### src/design/flash_fetch_pkg.sv
// Shared constants, types and states of the serial flash fetch controller
package flash_fetch_pkg;
    // Timing
    localparam int CLK_HZ = 25_000_000;
    localparam int SCK_SLOW_HZ = 30_000_000;
    localparam int SCK_FAST_HZ = 60_000_000;
    // Synchroniser latency plus one cycle of margin
    localparam int SYNC_MARGIN_CYC = 5;
    localparam int RAW_FAST_HALF_CYC = (CLK_HZ + 2 * SCK_FAST_HZ - 1) / (2 * SCK_FAST_HZ);
    localparam int FAST_HALF_INT = (RAW_FAST_HALF_CYC > SYNC_MARGIN_CYC) ? RAW_FAST_HALF_CYC : SYNC_MARGIN_CYC;
    localparam logic [7:0] HALF_FAST_CYC = 8'(FAST_HALF_INT);
    localparam logic [7:0] HALF_SLOW_CYC = 8'(FAST_HALF_INT * SCK_FAST_HZ / SCK_SLOW_HZ);
    localparam logic [2:0] STRAP_SETTLE_CYC = 3'h4;

    // Opcodes and transfer lengths
    localparam logic [7:0] OP_FAST_READ = 8'h0B;
    localparam logic [7:0] OP_DUAL_READ = 8'h3B;
    localparam logic [7:0] OP_SECTOR_ERASE = 8'h20;
    localparam logic [7:0] OP_SMALL_BLOCK_ERASE = 8'h52;
    localparam logic [7:0] OP_LARGE_BLOCK_ERASE = 8'hD8;
    localparam logic [7:0] OP_BYTE_PROGRAM = 8'h02;
    localparam logic [7:0] OP_IDENT_READ = 8'h9F;
    localparam logic [7:0] LEN_ERASE = 8'h04;
    localparam logic [7:0] LEN_PROGRAM = 8'h05;
    localparam logic [7:0] LEN_SINGLE = 8'h01;
    localparam logic [7:0] LEN_IDENT = 8'h04;

    // Frame layout
    localparam logic [5:0] HDR_BITS = 6'h28;
    localparam int DUAL_ADDR_BITS = 17;
    localparam logic [7:0] DUMMY_BYTE = 8'h00;
    localparam logic FILL_BIT = 1'b1;
    localparam logic [7:0] CMD_BYTES = 8'h08;
    localparam logic [2:0] SINGLE_LAST_BIT = 3'h7;
    localparam logic [2:0] DUAL_LAST_BIT = 3'h3;

    // Boot signature "2DFU", byte 0 at the lowest address
    localparam logic [23:0] SIG_ADDR = 24'h00FFFA;
    localparam logic [23:0] BOOT_START_ADDR = 24'h000000;
    localparam logic [1:0] SIG_LAST = 2'h3;
    localparam logic [3:0][7:0] BOOT_SIG = {8'h55, 8'h46, 8'h44, 8'h32};

    typedef logic [7:0][7:0] byte_buf_t;

    typedef struct packed {
        logic sck;
        logic csN;
        logic dataOut;
        logic dataOutOe;
    } flash_pins_s;

    typedef struct packed {
        logic ready;
        logic [7:0] data;
    } fetch_rsp_s;

    typedef enum logic [5:0] {
        S_IDLE = 6'h01,
        S_HDR = 6'h02,
        S_DATA = 6'h04,
        S_OPEN = 6'h08,
        S_MAN = 6'h10,
        S_END = 6'h20
    } seq_state_e;
endpackage

### src/design/pin_sync.sv
// Three-stage synchroniser that passes a bit once its second and third stages agree
`timescale 1ns/100ps
module pin_sync #(
    parameter int W = 1
) (
    input wire logic clk,
    input wire logic rst_n,
    input wire logic [W-1:0] din,
    output logic [W-1:0] dout
);
    logic [W-1:0] stage1;
    logic [W-1:0] stage2;
    logic [W-1:0] stage3;
    wire [W-1:0] agree = ~(stage2 ^ stage3);

    always_ff @(posedge clk) begin
        if (!rst_n) begin
            stage1 <= '0;
            stage2 <= '0;
            stage3 <= '0;
            dout <= '0;
        end else begin
            stage1 <= din;
            stage2 <= stage1;
            stage3 <= stage2;
            dout <= (agree & stage3) | (~agree & dout);
        end
    end
endmodule

### src/design/serial_flash_fetch_controller.sv
// Serial flash fetch controller: boot check, fast reads, fetch cache and manual commands
// Behaviour
// (RULE1) After reset read the four bytes at 0xFFFA; on signature match enable external code.
// (RULE2) Port enabled out of reset; disabled while the port-disable bit is set.
// (RULE3) Single-lane read: select low, send 0x0B, 24-bit address, dummy byte, read 8 clocks.
// (RULE4) After a full data byte arrives, pulse ready and hand over that byte.
// (RULE5) While each fetch address is the previous plus one, keep burst open.
// (RULE6) A non-sequential fetch address ends the burst with select high.
// (RULE7) Dual mode sends the programmed opcode, address bits 23..17 forced zero.
// (RULE8) Dual mode reads each byte in four clocks, two bits per clock.
// (RULE9) 32-byte cache: base set on jump, length grows, base slides past 32.
// (RULE10) Fetch hitting the cache returns next clock with no flash access.
// (RULE11) Manual command: 8-byte buffers, byte length, go bit gives length times 8 clocks.
// (RULE12) After the first command byte, the input line fills the response buffer.
// (RULE13) Command bytes beyond the eight buffered ones are sent as filler.
// (RULE14) Select goes high once the programmed byte count has been transferred.
// (RULE15) Erases are opcode 0x20, 0x52 or 0xD8 plus address, length four.
// (RULE16) Byte program is 0x02, address and one data byte, length five.
// (RULE17) Single-opcode commands use buffer byte zero with length one.
// (RULE18) Identification read is 0x9F, length four, three bytes returned.
// (RULE19) Flash clock is the slow rate with strap low, fast rate with strap high.
// (RULE20) Go bit clears itself when select rises at the end of a command.
// (RULE21) The flash answers after command, address and dummy, in the requested lane form.
`timescale 1ns/100ps
module serial_flash_fetch_controller
    import flash_fetch_pkg::*;
#(
    parameter int CACHE_DEPTH = 32
) (
    input wire logic clk,
    input wire logic rst_n,
    input wire logic fetchReq,
    input wire logic [23:0] fetchAddr,
    output fetch_rsp_s fetchRsp,
    input wire logic dualMode,
    input wire logic [7:0] fastReadOpcode,
    input wire logic portDisable,
    input wire logic flashSpeedStrap,
    input wire logic goSet,
    input wire logic [7:0] commandLength,
    input wire byte_buf_t commandBuffer,
    output byte_buf_t responseBuffer,
    output logic goBusy,
    output logic serialPortEnabled,
    output logic bootDone,
    output logic externalBoot,
    output flash_pins_s flashPins,
    input wire logic flashDataOutIn,
    input wire logic serialInLine
);
    localparam int CIDX = $clog2(CACHE_DEPTH);
    localparam logic [CIDX:0] CACHE_FULL = (CIDX + 1)'(CACHE_DEPTH);
    seq_state_e state;
    flash_pins_s pins;
    fetch_rsp_s rsp;
    byte_buf_t resp;
    logic [2:0] syncIn, strapCnt;
    logic strapTaken, fastClk, dualRun, jumpRun, pend, bootWait, portEn, goFlag;
    logic [7:0] halfCnt, shIn;
    logic [10:0] bitCnt;
    logic [39:0] shOut;
    logic [23:0] curAddr, pendAddr, cacheBase;
    logic [7:0] cacheMem [CACHE_DEPTH];
    logic [CIDX:0] cacheLen;
    logic [1:0] bootIdx;
    pin_sync #(.W(3)) uSync (
        .clk(clk),
        .rst_n(rst_n),
        .din({serialInLine, flashDataOutIn, flashSpeedStrap}),
        .dout(syncIn)
    );
    wire inMiso = syncIn[2];
    wire inIo0 = syncIn[1];
    wire strapSync = syncIn[0];
    // Serial clock divider
    wire [7:0] halfLoad = fastClk ? (HALF_FAST_CYC - 8'h01) : (HALF_SLOW_CYC - 8'h01); // [RULE19]
    wire tick = (halfCnt == 8'h00);
    wire rise = tick & ~pins.sck;
    wire fall = tick & pins.sck;
    // Request source: boot reads first, then the processor
    wire booting = strapTaken & ~bootDone;
    wire bootReq = booting & portEn & ~bootWait & ~pend & (state == S_IDLE || state == S_OPEN);
    wire reqValid = booting ? bootReq : (fetchReq & bootDone & portEn);
    wire [23:0] reqAddr = booting ? (SIG_ADDR + {22'h0, bootIdx}) : fetchAddr;
    wire [23:0] cacheOff = reqAddr - cacheBase;
    wire hit = reqValid & (cacheOff < {{(23 - CIDX){1'b0}}, cacheLen}); // [RULE10]
    // Burst decisions
    wire seqNext = pend & (pendAddr == curAddr + 24'h000001); // [RULE5]
    wire startBurst = (state == S_IDLE) & pend & portEn;
    wire contBurst = (state == S_OPEN) & portEn & ~hit & seqNext;
    wire dropPend = (state == S_IDLE) & ~portEn;
    wire [7:0] hdrOpcode = dualMode ? fastReadOpcode : OP_FAST_READ; // [RULE3] [RULE7]
    wire [23:0] hdrAddr = dualMode ? {7'h00, pendAddr[DUAL_ADDR_BITS-1:0]} : pendAddr; // [RULE7]
    wire [39:0] hdrWord = {hdrOpcode, hdrAddr, DUMMY_BYTE};
    wire [7:0] sampled = dualRun ? {shIn[5:0], inMiso, inIo0} : {shIn[6:0], inMiso}; // [RULE8]
    wire [2:0] lastBit = dualRun ? DUAL_LAST_BIT : SINGLE_LAST_BIT;
    wire byteDone = (state == S_DATA) & fall & (bitCnt[2:0] == lastBit);
    // Manual command sequencing
    wire [10:0] manTotal = {commandLength, 3'b000}; // [RULE11]
    wire [10:0] nextIdx = bitCnt + 11'h001;
    wire [7:0] nextByte = nextIdx[10:3];
    wire manBit = (nextByte < CMD_BYTES) ? commandBuffer[nextByte[2:0]][~nextIdx[2:0]] : FILL_BIT; // [RULE13]
    wire manStart = (state == S_IDLE) & ~pend & portEn & goFlag & (commandLength != 8'h00);
    wire manEnd = (state == S_MAN) & fall & (nextIdx == manTotal); // [RULE14]
    wire goDrop = (state == S_IDLE) & ~pend & goFlag & (~portEn | (commandLength == 8'h00));
    wire [7:0] respIdx = bitCnt[10:3] - 8'h01;
    wire respWrite = (state == S_MAN) & rise & (bitCnt >= 11'h008) & (bitCnt[2:0] == 3'h7) &
        (respIdx < CMD_BYTES); // [RULE12]
    assign fetchRsp = rsp;
    assign flashPins = pins;
    assign responseBuffer = resp;
    assign goBusy = goFlag;
    assign serialPortEnabled = portEn;
    // Strap is taken once the synchroniser has settled after reset release
    always_ff @(posedge clk) begin
        if (!rst_n) begin
            strapCnt <= 3'h0;
            strapTaken <= 1'b0;
            fastClk <= 1'b0;
            portEn <= 1'b1; // [RULE2]
        end else begin
            portEn <= ~portDisable; // [RULE2]
            if (!strapTaken) begin
                strapCnt <= strapCnt + 3'h1;
                if (strapCnt == STRAP_SETTLE_CYC) begin
                    strapTaken <= 1'b1;
                    fastClk <= strapSync; // [RULE19]
                end
            end
        end
    end
    always_ff @(posedge clk) begin
        if (!rst_n) begin
            halfCnt <= 8'h00;
        end else if (state == S_IDLE || state == S_OPEN) begin
            halfCnt <= halfLoad;
        end else begin
            halfCnt <= tick ? halfLoad : halfCnt - 8'h01;
        end
    end
    // Pending request; a new request wins over consumption in the same cycle
    always_ff @(posedge clk) begin
        if (!rst_n) begin
            pend <= 1'b0;
            pendAddr <= 24'h000000;
        end else if (reqValid & ~hit) begin
            pend <= 1'b1;
            pendAddr <= reqAddr;
        end else if (startBurst | contBurst | dropPend) begin
            pend <= 1'b0;
        end
    end
    always_ff @(posedge clk) begin
        if (!rst_n) begin
            goFlag <= 1'b0;
        end else if (goSet) begin
            goFlag <= 1'b1;
        end else if (manEnd | goDrop) begin
            goFlag <= 1'b0; // [RULE20]
        end
    end
    always_ff @(posedge clk) begin
        if (!rst_n) begin
            resp <= '0;
        end else if (manStart) begin
            resp <= '0;
        end else if (respWrite) begin
            resp[respIdx[2:0]] <= {shIn[6:0], inMiso}; // [RULE12] [RULE18]
        end
    end
    // Fetch cache: entries indexed by low address bits, so the window slides freely
    always_ff @(posedge clk) begin
        if (byteDone) cacheMem[curAddr[CIDX-1:0]] <= shIn; // [RULE9]
    end
    always_ff @(posedge clk) begin
        if (!rst_n) begin
            cacheBase <= 24'h000000;
            cacheLen <= '0;
        end else if (manStart) begin
            // Erase or program may change flash contents behind the cache
            cacheLen <= '0;
        end else if (byteDone) begin
            if (jumpRun) begin
                cacheBase <= curAddr; // [RULE9]
                cacheLen <= (CIDX + 1)'(1);
            end else if (cacheLen == CACHE_FULL) begin
                cacheBase <= cacheBase + 24'h000001; // [RULE9]
            end else begin
                cacheLen <= cacheLen + (CIDX + 1)'(1);
            end
        end
    end
    // Boot signature check
    always_ff @(posedge clk) begin
        if (!rst_n) begin
            bootIdx <= 2'h0;
            bootWait <= 1'b0;
            bootDone <= 1'b0;
            externalBoot <= 1'b0;
        end else if (booting) begin
            if (!portEn) begin
                bootDone <= 1'b1;
            end else if (bootReq) begin
                bootWait <= 1'b1;
            end else if (bootWait && rsp.ready) begin
                bootWait <= 1'b0;
                bootIdx <= bootIdx + 2'h1;
                if (rsp.data != BOOT_SIG[bootIdx]) begin
                    bootDone <= 1'b1; // [RULE1]
                end else if (bootIdx == SIG_LAST) begin
                    bootDone <= 1'b1;
                    externalBoot <= 1'b1; // [RULE1]
                end
            end
        end
    end
    // Main serial sequencer, mode 0: data changes on falling edges, sampled on rising
    always_ff @(posedge clk) begin
        if (!rst_n) begin
            state <= S_IDLE;
            pins <= '{sck: 1'b0, csN: 1'b1, dataOut: 1'b0, dataOutOe: 1'b0};
            rsp <= '0;
            bitCnt <= 11'h000;
            shOut <= 40'h0;
            shIn <= 8'h00;
            curAddr <= 24'h000000;
            dualRun <= 1'b0;
            jumpRun <= 1'b0;
        end else begin
            rsp.ready <= 1'b0;
            if (hit) begin
                rsp.ready <= 1'b1;
                rsp.data <= cacheMem[reqAddr[CIDX-1:0]]; // [RULE10]
            end
            case (state)
                S_IDLE: begin
                    pins.sck <= 1'b0;
                    pins.csN <= 1'b1;
                    pins.dataOutOe <= 1'b0;
                    bitCnt <= 11'h000;
                    if (startBurst) begin
                        state <= S_HDR;
                        pins.csN <= 1'b0; // [RULE3]
                        pins.dataOut <= hdrWord[39];
                        pins.dataOutOe <= 1'b1;
                        shOut <= hdrWord;
                        curAddr <= pendAddr;
                        dualRun <= dualMode;
                        jumpRun <= 1'b1;
                    end else if (manStart) begin
                        state <= S_MAN;
                        pins.csN <= 1'b0; // [RULE11]
                        pins.dataOut <= commandBuffer[0][7]; // [RULE15] [RULE16] [RULE17] [RULE18]
                        pins.dataOutOe <= 1'b1;
                    end
                end
                S_HDR: begin
                    if (rise) begin
                        pins.sck <= 1'b1;
                    end else if (fall) begin
                        pins.sck <= 1'b0;
                        if (bitCnt == {5'h00, HDR_BITS - 6'h01}) begin
                            state <= S_DATA;
                            bitCnt <= 11'h000;
                            pins.dataOut <= 1'b0;
                            pins.dataOutOe <= ~dualRun; // [RULE8]
                        end else begin
                            bitCnt <= bitCnt + 11'h001;
                            shOut <= {shOut[38:0], 1'b0};
                            pins.dataOut <= shOut[38]; // [RULE3]
                        end
                    end
                end
                S_DATA: begin
                    if (rise) begin
                        pins.sck <= 1'b1;
                        shIn <= sampled; // [RULE8]
                    end else if (fall) begin
                        pins.sck <= 1'b0;
                        bitCnt <= bitCnt + 11'h001;
                        if (byteDone) begin
                            state <= S_OPEN;
                            bitCnt <= 11'h000;
                            rsp.ready <= 1'b1; // [RULE4]
                            rsp.data <= shIn;
                        end
                    end
                end
                S_OPEN: begin
                    pins.sck <= 1'b0;
                    if (!portEn || hit) begin
                        state <= S_END;
                        pins.csN <= 1'b1; // [RULE6]
                    end else if (pend) begin
                        if (seqNext) begin
                            state <= S_DATA; // [RULE5]
                            curAddr <= pendAddr;
                            jumpRun <= 1'b0;
                        end else begin
                            state <= S_END;
                            pins.csN <= 1'b1; // [RULE6]
                        end
                    end else if (goFlag) begin
                        state <= S_END;
                        pins.csN <= 1'b1;
                    end
                end
                S_MAN: begin
                    if (rise) begin
                        pins.sck <= 1'b1;
                        shIn <= {shIn[6:0], inMiso};
                    end else if (fall) begin
                        pins.sck <= 1'b0;
                        if (manEnd) begin
                            state <= S_END;
                            pins.csN <= 1'b1; // [RULE14]
                            pins.dataOutOe <= 1'b0;
                        end else begin
                            bitCnt <= nextIdx;
                            pins.dataOut <= manBit; // [RULE13]
                        end
                    end
                end
                S_END: begin
                    // Select stays high one half period between frames
                    pins.csN <= 1'b1;
                    pins.dataOutOe <= 1'b0;
                    if (tick) begin
                        state <= S_IDLE;
                    end
                end
                default: state <= S_IDLE;
            endcase
        end
    end
endmodule

### config.mk
export PLATFORM = sky130hd
export DESIGN_NAME = serial_flash_fetch_controller
export DESIGN_NICKNAME = d
export VERILOG_FILES = /design/src/design/flash_fetch_pkg.sv /design/src/design/pin_sync.sv /design/src/design/serial_flash_fetch_controller.sv
export SDC_FILE = /design/constraint.sdc
export NUM_CORES = 1
export LEC_CHECK = 0
export BUFFER_PORTS_ARGS = -buffer_cell sky130_fd_sc_hd__buf_2
export CELL_PAD_IN_SITES_DETAIL_PLACEMENT = 1
export CELL_PAD_IN_SITES_GLOBAL_PLACEMENT = 2
export CORE_MARGIN = 1.5
export CORE_UTILIZATION = 44
export DETAILED_ROUTE_END_ITERATION = 10
export PLACE_DENSITY_LB_ADDON = 0.1
export SETUP_SLACK_MARGIN = 0.3
export SLEW_MARGIN = 10
export SYNTH_ARGS = -nofsm -noshare
export SYNTH_HDL_FRONTEND = slang
export SYNTH_SLANG_ARGS = --single-unit
export TNS_END_PERCENT = 100
### constraint.sdc
create_clock -name clk -period 16.39 [get_ports clk]
set_input_delay 3.278 -clock clk [delete_from_list [all_inputs] [get_ports clk]]
set_output_delay 3.278 -clock clk [all_outputs]
set_load 0.005 [all_outputs]
==> metrics, run 1 <==
synth top area cells=edfxtp_1 31%, dfxtp_1 20%, mux2i_1 11%, mux4_2 5.6%, nor2_1 4.4%; Final Power=2.98 mW; status=completed; Port-buffer cells=193; Fin. Hold Viols=0; fin crit share=0.500; Worst path slowest cell=and4_1; Static Leak=10.5 nW; vias in the first global route=18600; Nets=2517; Yosys top cell area share=0.313; gr usage total=0.252; Starting Density=0.445; H-Tree Depth=2; max-slew violations=0; total wire length=72.1 mm; sw frac=0.251; hold buffers post-CTS=0; PD cells=107 nW/um^2; FFs w/ async S/R, synth=0; drt first-iter violations=1003; post-CTS sizing=0; setup_tns=0 ns; Worst-Margin Slew=1.12 ns; Clock transition at path regs=0.06 ns; Vias/cell=5.65; drt wl/cell=22.9 um; mean post-synth cell area=11.0 sq um; FF-to-FF path depth=20; number of synthesized flops with an enable pin=256; Synth top cells by count=288 x nor2_1, 258 x mux2i_1, 256 x edfxtp_1; die area=57300 sq um; Critical Path, Cell by Cell=buf_2 > nand2_1 > o21a_1 > inv_1 > fa_1 > a21o_1 > a21oi_1 > xnor2_1 > ha_1 > a21o_1 > a221oi_1 > o211ai_1 > nor4_1 > o2111ai_1 > nor4_1 > and4_1 > o31ai_4 > buf_4 > mux2i_1 > nor2_1; sequential-to-total area share from yosys stat=0.513; Cells after DPL=3048; initial antenna violation count=1; Pre-antenna DRT Iters=5; crit-path max cell delay=0.99 ns; Syn Nets=2384; logic gate share of total power=0.108; CP arrival=8.65 ns; leading area contributor after synthesis=edfxtp_1; die width=239 um; Die Y=239 um; CORE AREA=55200 sq um; layout cells sized above 1=0.171; DPL Wire Length=51.4 mm; fin crit period=8.19 ns; Top Ports=194; drt drc=0; number of max-cap violations=0; setup bufs post-CTS=0; Fin Clk Skew=0.0403 ns; CTS Buf Count=55; relative slew slack=0.256; CTS sink cnt=502; fill count=5957; Seq pwr share=0.452; synthesized area=24600 sq um; final setup fails=0; CP Capture Type=flop; minimum hold slack=0.433 ns; GRT overflow=0; CP Launch Type=input pin; Clock Tree Root=clkbuf_16; CP max FO=24; RSZ-0062 raised after global routing=false; Synth Register Bits=502; vias=17800; Antenna diodes=0; synthesis-to-layout area growth=13.7%; P_sw=746 uW; cell depth of the worst hold path=1; Rows=86; non-filler cells, final=3152; Final ANT Viol Nets=0; FMAX=0.122 GHz; Synth Flop Type=edfxtp_1; Cells after Synth=2224; largest net degree at the start of global routing=75; Clock Latency Late Sink=0.63 ns; number of library cell types mapped by synthesis=95; Ys Warns=0; CTS tree=done; VDD IR max=79.8 uV; global-route wire length before repair=111 mm; Clock Power Share=0.440; required time of the critical path=16.84 ns; hold crit path type=reg2reg; GPL Wtd Cong=0.889; CTS Buffer Depth=3; Internal Power=2.23 mW; cell with the most instances after synthesis=nor2_1; crit path kind=in2reg
-- cell families after synthesis --
group / after synthesis / synth area share
DFF: 502 / 0.513
buffers and inverters: 215 / 0.0398
AOI/OAI and AO/OA: 340 / 0.0925
adders and majority gates: 47 / 0.0242
muxes: 320 / 0.161
xor gates and xnor gates: 68 / 0.0248
and+or+nand+nor: 732 / 0.144
-- placed cells by master, fill, tap and decap left out, drive strengths merged, types with 8 or more instances in the layout --
cell type / count
mux4: 61
nor2: 290
and3: 18
a311oi: 29
nand2b: 25
or2: 8
o21a: 11
nand3b: 15
and4: 8
buf: 220
ha: 46
nor3: 38
dfxtp: 246
a21o: 9
nor4: 16
a31oi: 15
nor3b: 15
o211ai: 11
a211oi: 24
xor2: 33
a21oi: 87
nand3: 47
mux2i: 258
edfxtp: 256
nand2: 151
and2: 38
o21ai: 76
inv: 74
clkbuf: 76
a22oi: 13
clkinv: 14
xnor2: 35
nand4: 26
-- worst max-delay path, delay by kind of cell --
kind	cells	cell delay, ns
xor gates and xnor gates	1	0.14
muxes	1	0.21
and+or+nand+nor	5	1.64
buffers and inverters	3	0.68
adders and majority gates	2	0.76
AOI/OAI and AO/OA	8	1.90
-- metal layers --
metal | track usage | part of all wire | vias to the layer above
met5 | 0 | 0.00018 | -
met4 | 0.0771 | 0.027 | 2
met3 | 0.0316 | 0.034 | 102
met2 | 0.442 | 0.50 | 287
met1 | 0.322 | 0.43 | 9025
li1 | - | - | 8406
-- state kept, by name, summed over array words and instances, names as in the netlist, 8 cells and up, named ones only --
register	count
shOut	31
pendAddr	24
cacheBase	24
responseBuffer	64
cacheMem	256
curAddr	24
shIn	8
halfCnt	8
bitCnt	11
fetchRsp	9
-- cell type report --
| class | count | area, sq um | area share |
|---|---|---|---|
| sequential | 502 | 12600 | 0.451 |
| multi-input combinational | 1507 | 11000 | 0.395 |
| clock buffer | 76 | 1560 | 0.0557 |
| timing repair buffer | 220 | 1170 | 0.0418 |
| tap | 748 | 936 | 0.0335 |
| clock inverter | 28 | 369 | 0.0132 |
| inverter | 71 | 269 | 0.00963 |
-- path summary, 6_finish.rpt --
kind / start / end / slack, ns
hold / removal: uSync.stage1[2] / uSync.stage2[2] / 0.43
setup reg to reg: strapTaken / curAddr[10] / 9.68
setup / recovery: fetchAddr[1] / curAddr[10] / 8.20
hold reg to reg: uSync.stage1[2] / uSync.stage2[2] / 0.43
-- power groups by stage --
| stage | clock, mW | combinational [mW] | sequential [mW] |
|---|---|---|---|
| 2_1_floorplan | 0 | 0.225 | 1.37 |
| 3_3_place_gp | 0 | 0.314 | 1.37 |
| 3_5_place_dp | 0 | 0.321 | 1.37 |
| 4_1_cts | 1.33 | 0.323 | 1.35 |
| 5_1_grt | 1.38 | 0.351 | 1.35 |
| 6_report | 1.31 | 0.322 | 1.35 |
-- stage by stage --
step | area, sq um | utilization | setup WS [ns]
detailed placement | 26000 | 0.471 | 7.62
CTS | 27900 | 0.506 | 8.23
global placement | 26000 | 0.471 | 7.62
finish | 27900 | 0.506 | 8.20
global route | 27900 | 0.506 | 7.77
floorplan | 24600 | - | 9.01
Power figures use the tool's default switching activity.
==> run 2: changes to the inputs <==
--- a/config.mk
+++ b/config.mk
@@ -9,7 +9,7 @@
 export CELL_PAD_IN_SITES_DETAIL_PLACEMENT = 1
 export CELL_PAD_IN_SITES_GLOBAL_PLACEMENT = 2
 export CORE_MARGIN = 1.5
-export CORE_UTILIZATION = 44
+export CORE_UTILIZATION = 36
 export DETAILED_ROUTE_END_ITERATION = 10
 export PLACE_DENSITY_LB_ADDON = 0.1
 export SETUP_SLACK_MARGIN = 0.3
==> constraint.sdc (replaced) <==
create_clock -name clk -period 6.8 [get_ports clk]
set_input_delay 1.36 -clock clk [delete_from_list [all_inputs] [get_ports clk]]
set_output_delay 1.36 -clock clk [all_outputs]
set_load 0.005 [all_outputs]
==> run 2 against run 1 <==
  * Critical path depth down 1
  * Wire length up 3.7%
  * Sequential cell count unchanged
  * Sequential share of layout area down 0.18 points
  * Power up 140%
  * Largest power group unchanged
==> metrics, run 2 (synthesis results as in run 1) <==
Clock Latency Late Sink=0.64 ns; PD cells=252 nW/um^2; CP max FO=24; Worst R2R Start=bootDone; cell depth of the worst hold path=1; Worst path slowest cell=and4_1; max-slew violations=0; Fin. Hold Viols=0; FMAX=0.169 GHz; fin crit share=0.869; CP Launch Type=flop; Die Y=264 um; global-route wire length before repair=114 mm; CTS Buffer Depth=3; Worst Path Buf+Inv=2; final setup fails=0; CP arrival=6.35 ns; total wire length=74.8 mm; VDD IR max=200 uV; synthesis-to-layout area growth=14.1%; post-CTS sizing=0; vias=17700; Final ANT Viol Nets=0; drt drc=0; post-place setup slack=0.541 ns; hold crit path type=reg2reg; setup_tns=0 ns; hold buffers post-CTS=0; Rows=95; Static Leak=10.5 nW; gr usage total=0.212; Top Ports=194; CTS sink cnt=502; setup bufs post-CTS=0; Final Power=7.06 mW; Clock Tree Root=clkbuf_16; non-filler cells, final=3281; RSZ-0062 raised after global routing=false; CTS Buf Count=56; Metal-1 WL=34.1 mm; initial antenna violation count=5; WHS Endpoint=uSync.stage2[1]; placed cell areas=26200 sq um; Critical Path, Cell by Cell=nand2b_1 > buf_4 > nand2b_1 > ha_1 > o211ai_2 > a21oi_1 > nor2_1 > xnor2_1 > ha_1 > a221oi_1 > o211ai_1 > nor4_1 > o2111ai_1 > nor4_1 > and4_1 > o31ai_4 > buf_4 > mux2i_1 > nor2_1; crit-path max cell delay=0.72 ns; FF-to-FF path depth=19; H-Tree Depth=2; R2R Setup Slk=0.89 ns; commonest non-fill, non-tap cell in the layout=nor2_1; drt wl/cell=22.8 um; number of max-cap violations=0; CTS tree=done; Cells after DPL=3176; crit path kind=reg2reg; PnR worst setup slack=0.888 ns; Critical R2R Capture=curAddr[17]; post-route cell area=28000 sq um; Vias/cell=5.40; Largest register FFs=256; Worst-Margin Slew=1.18 ns; HP Start=uSync.stage1[1]; Fin Clk Skew=0.0605 ns; relative slew slack=0.212; largest net degree at the start of global routing=130; CP Capture Type=flop; die area=69800 sq um; CP delay by family, top=simple AND/OR/NAND/NOR gates; die width=264 um; vias in the first global route=18200; Port-buffer cells=193; CORE AREA=67400 sq um; GRT overflow=0; required time of the critical path=7.24 ns; fin crit period=5.91 ns; GPL Wtd Cong=0.832; Clock transition at path regs=0.06 ns; DPL Wire Length=52.3 mm; WL met2=36.5 mm; drt first-iter violations=933; Top Layer Used=met4; met3 routed WL=2.68 mm; layout cells sized above 1=0.167; status=completed; Starting Density=0.365; Nets=2521; most frequent cells in the layout=288 x nor2_1, 258 x mux2i_1, 256 x edfxtp_1; Pre-antenna DRT Iters=4
## run 2: worst max-delay path by stage
stage               cells past startpoint         start  slack (ns)           to
finish                                 19      bootDone        0.89  curAddr[17]
global route                           19      bootDone        0.44  curAddr[16]
CTS                                    19      bootDone        0.82  curAddr[17]
detailed placement                     18  fetchAddr[3]        0.54  curAddr[20]
global placement                       18  fetchAddr[3]        0.71  curAddr[17]
floorplan                              21  fetchAddr[1]        1.34  fetchRsp[3]
## run 2: area by class of cell
class	instances	area, sq um
Multi-Input combinational cell	1507	11000
Tap cell	873	1090
Antenna cell	1	2.50
Sequential cell	502	12600
Inverter	71	269
Clock buffer	88	1610
Fill cell	7294	39300
Clock inverter	16	221
Timing Repair Buffer	223	1220
## run 2: metrics by stage
step                hold slack [ns]  utilization
floorplan                     0.412            -
CTS                           0.437        0.416
global route                  0.456        0.416
global placement              0.415        0.389
finish                        0.437        0.416
detailed placement            0.422        0.389
## run 2: power by group
part / internal, mW / total [mW] / switching (mW)
Combinational: 0.306 / 0.784 / 0.478
Sequential: 3.20 / 3.24 / 0.0434
Clock: 1.75 / 3.03 / 1.28
## run 2: routing by layer
| layer | global-route usage | up-vias |
|---|---|---|
| li1 | - | 8424 |
| met1 | 0.286 | 8890 |
| met2 | 0.359 | 299 |
| met3 | 0.0287 | 90 |
| met4 | 0.0522 | 0 |
| met5 | 0 | - |
==> run 3: changes to the inputs <==
--- a/config.mk
+++ b/config.mk
@@ -5,11 +5,12 @@
 export SDC_FILE = /design/constraint.sdc
 export NUM_CORES = 1
 export LEC_CHECK = 0
+export ABC_AREA = 1
 export BUFFER_PORTS_ARGS = -buffer_cell sky130_fd_sc_hd__buf_2
 export CELL_PAD_IN_SITES_DETAIL_PLACEMENT = 1
 export CELL_PAD_IN_SITES_GLOBAL_PLACEMENT = 2
 export CORE_MARGIN = 1.5
-export CORE_UTILIZATION = 36
+export CORE_UTILIZATION = 39
 export DETAILED_ROUTE_END_ITERATION = 10
 export PLACE_DENSITY_LB_ADDON = 0.1
 export SETUP_SLACK_MARGIN = 0.3
==> constraint.sdc (replaced) <==
create_clock -name clk -period 7.15 [get_ports clk]
set_input_delay 1.43 -clock clk [delete_from_list [all_inputs] [get_ports clk]]
set_output_delay 1.43 -clock clk [all_outputs]
set_load 0.005 [all_outputs]
==> run 3 against run 2 <==
  * Sequential power down 3%
  * Setup slack better by 0.69 ns
  * First-iteration DRC count up 34%
  * Core utilization up 3.3 points
  * Synthesized area increased by 0.92%
  * Final cell count is 23% higher
  * Worst hold slack lost 0.018 ns
  * Critical path type unchanged
  * Largest cell class unchanged
  * Largest power group unchanged
==> metrics, run 3 <==
VDD IR max=185 uV; Nets=3318; Ys Warns=0; Clock transition at path regs=0.06 ns; largest family of logic cells by synthesized area=simple AND/OR/NAND/NOR gates; Fin. Hold Viols=0; Largest register FFs=256; Final Power=6.92 mW; initial antenna violation count=0; die area=65100 sq um; Yosys top cell area share=0.310; hold buffers post-CTS=0; largest net degree at the start of global routing=87; commonest non-fill, non-tap cell in the layout=nand2_1; non-filler cells, final=4050; Rows=92; max-slew violations=0; status=completed; leading area contributor after synthesis=edfxtp_1; post-CTS sizing=0; crit path kind=reg2reg; drt drc=0; die width=255 um; drt first-iter violations=1249; Die Y=255 um; Worst-Margin Slew=1.12 ns; minimum hold slack=0.418 ns; Clock Power Share=0.399; number of synthesized flops with an enable pin=256; relative slew slack=0.253; most frequent cells in the layout=562 x nand2_1, 404 x nor2_1, 295 x inv_1; final setup fails=0; compound-gate portion of the synthesized area=0.155; CTS sink cnt=502; H-Tree Depth=2; CTS Buf Count=54; logic gate share of total power=0.148; Cells after Synth=3016; Antenna diodes=0; Internal Power=4.95 mW; P_sw=1.97 mW; fill count=7580; Seq pwr share=0.453; Clock Latency Late Sink=0.63 ns; layout cells sized above 1=0.106; vias in the first global route=22200; Top Ports=194; vias=21700; sequential-to-total area share from yosys stat=0.509; Fin Clk Skew=0.0339 ns; Synth Register Bits=502; CP Launch Type=flop; Clock Tree Root=clkbuf_16; Port-buffer cells=193; number of max-cap violations=0; gr usage total=0.253; Final Util=0.449; Synth top cells by count=563 x nand2_1, 405 x nor2_1, 297 x inv_1; drt wl/cell=20.5 um; CP max FO=34; number of library cell types mapped by synthesis=53; GPL Wtd Cong=0.837; Static Leak=11.4 nW; Synth Flop Type=edfxtp_1; setup_tns=0 ns; Post-Synth Simple-Gate Area=0.223; mean post-synth cell area=8.22 sq um; CP Capture Type=flop; total wire length=83.2 mm; Multi-input gate area=10500 sq um; fin crit share=0.780; Adder-Cell Fraction of Synth Area=0.0240; Syn Nets=3176; CORE AREA=63000 sq um; FMAX=0.179 GHz; Final ANT Viol Nets=0; cell with the most instances after synthesis=nand2_1; hold crit path type=reg2reg; mux contribution to synthesized area=0; CTS Buffer Depth=3; setup bufs post-CTS=0; synth top area cells=edfxtp_1 31%, dfxtp_1 20%, nand2_1 8.5%, nor2_1 6.1%, nand3_1 4.7%; post-synthesis xor/xnor area fraction=0.0183; synthesis-to-layout area growth=13.9%; sw frac=0.285; CTS tree=done; CP arrival=6.03 ns; GRT overflow=0; Vias/cell=5.36; Starting Density=0.394; Cells after DPL=3948; register area=12600 sq um; Pre-antenna DRT Iters=5; fin crit period=5.58 ns; FFs w/ async S/R, synth=0; PD cells=245 nW/um^2; synthesized area=24800 sq um; global-route wire length before repair=127 mm; RSZ-0062 raised after global routing=false; required time of the critical path=7.60 ns; DPL Wire Length=58.3 mm
==> run 3: cell count changes after synthesis, moves of 47 or more <==
cell and delta:
mux2i_1 -258, nor2_1 +117, o21bai_1 +55, nand3_1 +185, a21oi_1 +104, mux4_2 -61, o22ai_1 +51, a211oi_1 +47
o21ai_0 +167, nand2_1 +412, inv_1 +228
==> run 3: worst max-delay path: stages, from the launching register on <==
cell,delay (ns)
dfxtp_1,0.44
inv_2,0.12
nor2_8,0.41
nand2_1,0.32
o21ai_2,0.14
inv_1,0.06
buf_4,0.25
ha_1,0.43
a21oi_1,0.18
nand2_1,0.13
xor2_1,0.17
ha_1,0.30
a21oi_1,0.14
o21ai_0,0.09
nand2_1,0.06
nand2_1,0.05
nand2_1,0.05
nand2_1,0.05
nor2_1,0.10
nand3_1,0.09
nor2_1,0.15
nand2_1,0.07
nand2_1,0.55
inv_1,0.62
o21ai_0,0.34
a21oi_1,0.07
==> run 3: layout make-up <==
cell class | instances | area share
clock buffer | 68 | 0.0508
clock inverter | 34 | 0.0109
inverter | 320 | 0.0426
multi-input combinational | 2059 | 0.370
sequential | 502 | 0.446
tap | 846 | 0.0375
timing repair buffer | 221 | 0.0417
==> run 3: per-layer routing <==
layer / GRT usage / up-vias / routed length, um
met5: 0 / - / 0
met4: 0.0529 / 0 / 1440
met3: 0.0476 / 89 / 4630
met2: 0.414 / 421 / 38700
met1: 0.348 / 10700 / 38400
li1: - / 10500 / -
==> run 3: path summary, 6_finish.rpt <==
kind,cells after the start,slack (ns),to,start
worst max-delay path,25,1.57,pendAddr[2],strapTaken
worst min register to register,2,0.42,uSync.stage2[0],uSync.stage1[0]
worst min-delay path,2,0.42,uSync.stage2[0],uSync.stage1[0]
worst max register to register,25,1.57,pendAddr[2],strapTaken
==> run 3: metrics by stage <==
stage	cell area, sq um	worst slack (ns)
after global placement	26500	1.46
after detailed placement	26500	1.35
final	28300	1.57
after global routing	28300	0.945
after CTS	28300	1.52
after floorplan	24800	2.54
==> run 3: kinds of logic after synthesis <==
group           Yosys count
simple gates           1309
compound gates          660
flops                   502
buf+inv                 455
fa+ha+maj                47
xor+xnor                 43
==> run 3: power groups by stage <==
stage / logic [mW] / clock network, mW / registers [mW]
2_1_floorplan: 0.709 / 0 / 3.17
3_3_place_gp: 0.996 / 0 / 3.20
3_5_place_dp: 1.03 / 0 / 3.20
4_1_cts: 1.03 / 2.82 / 3.14
5_1_grt: 1.15 / 2.92 / 3.14
6_report: 1.02 / 2.76 / 3.14
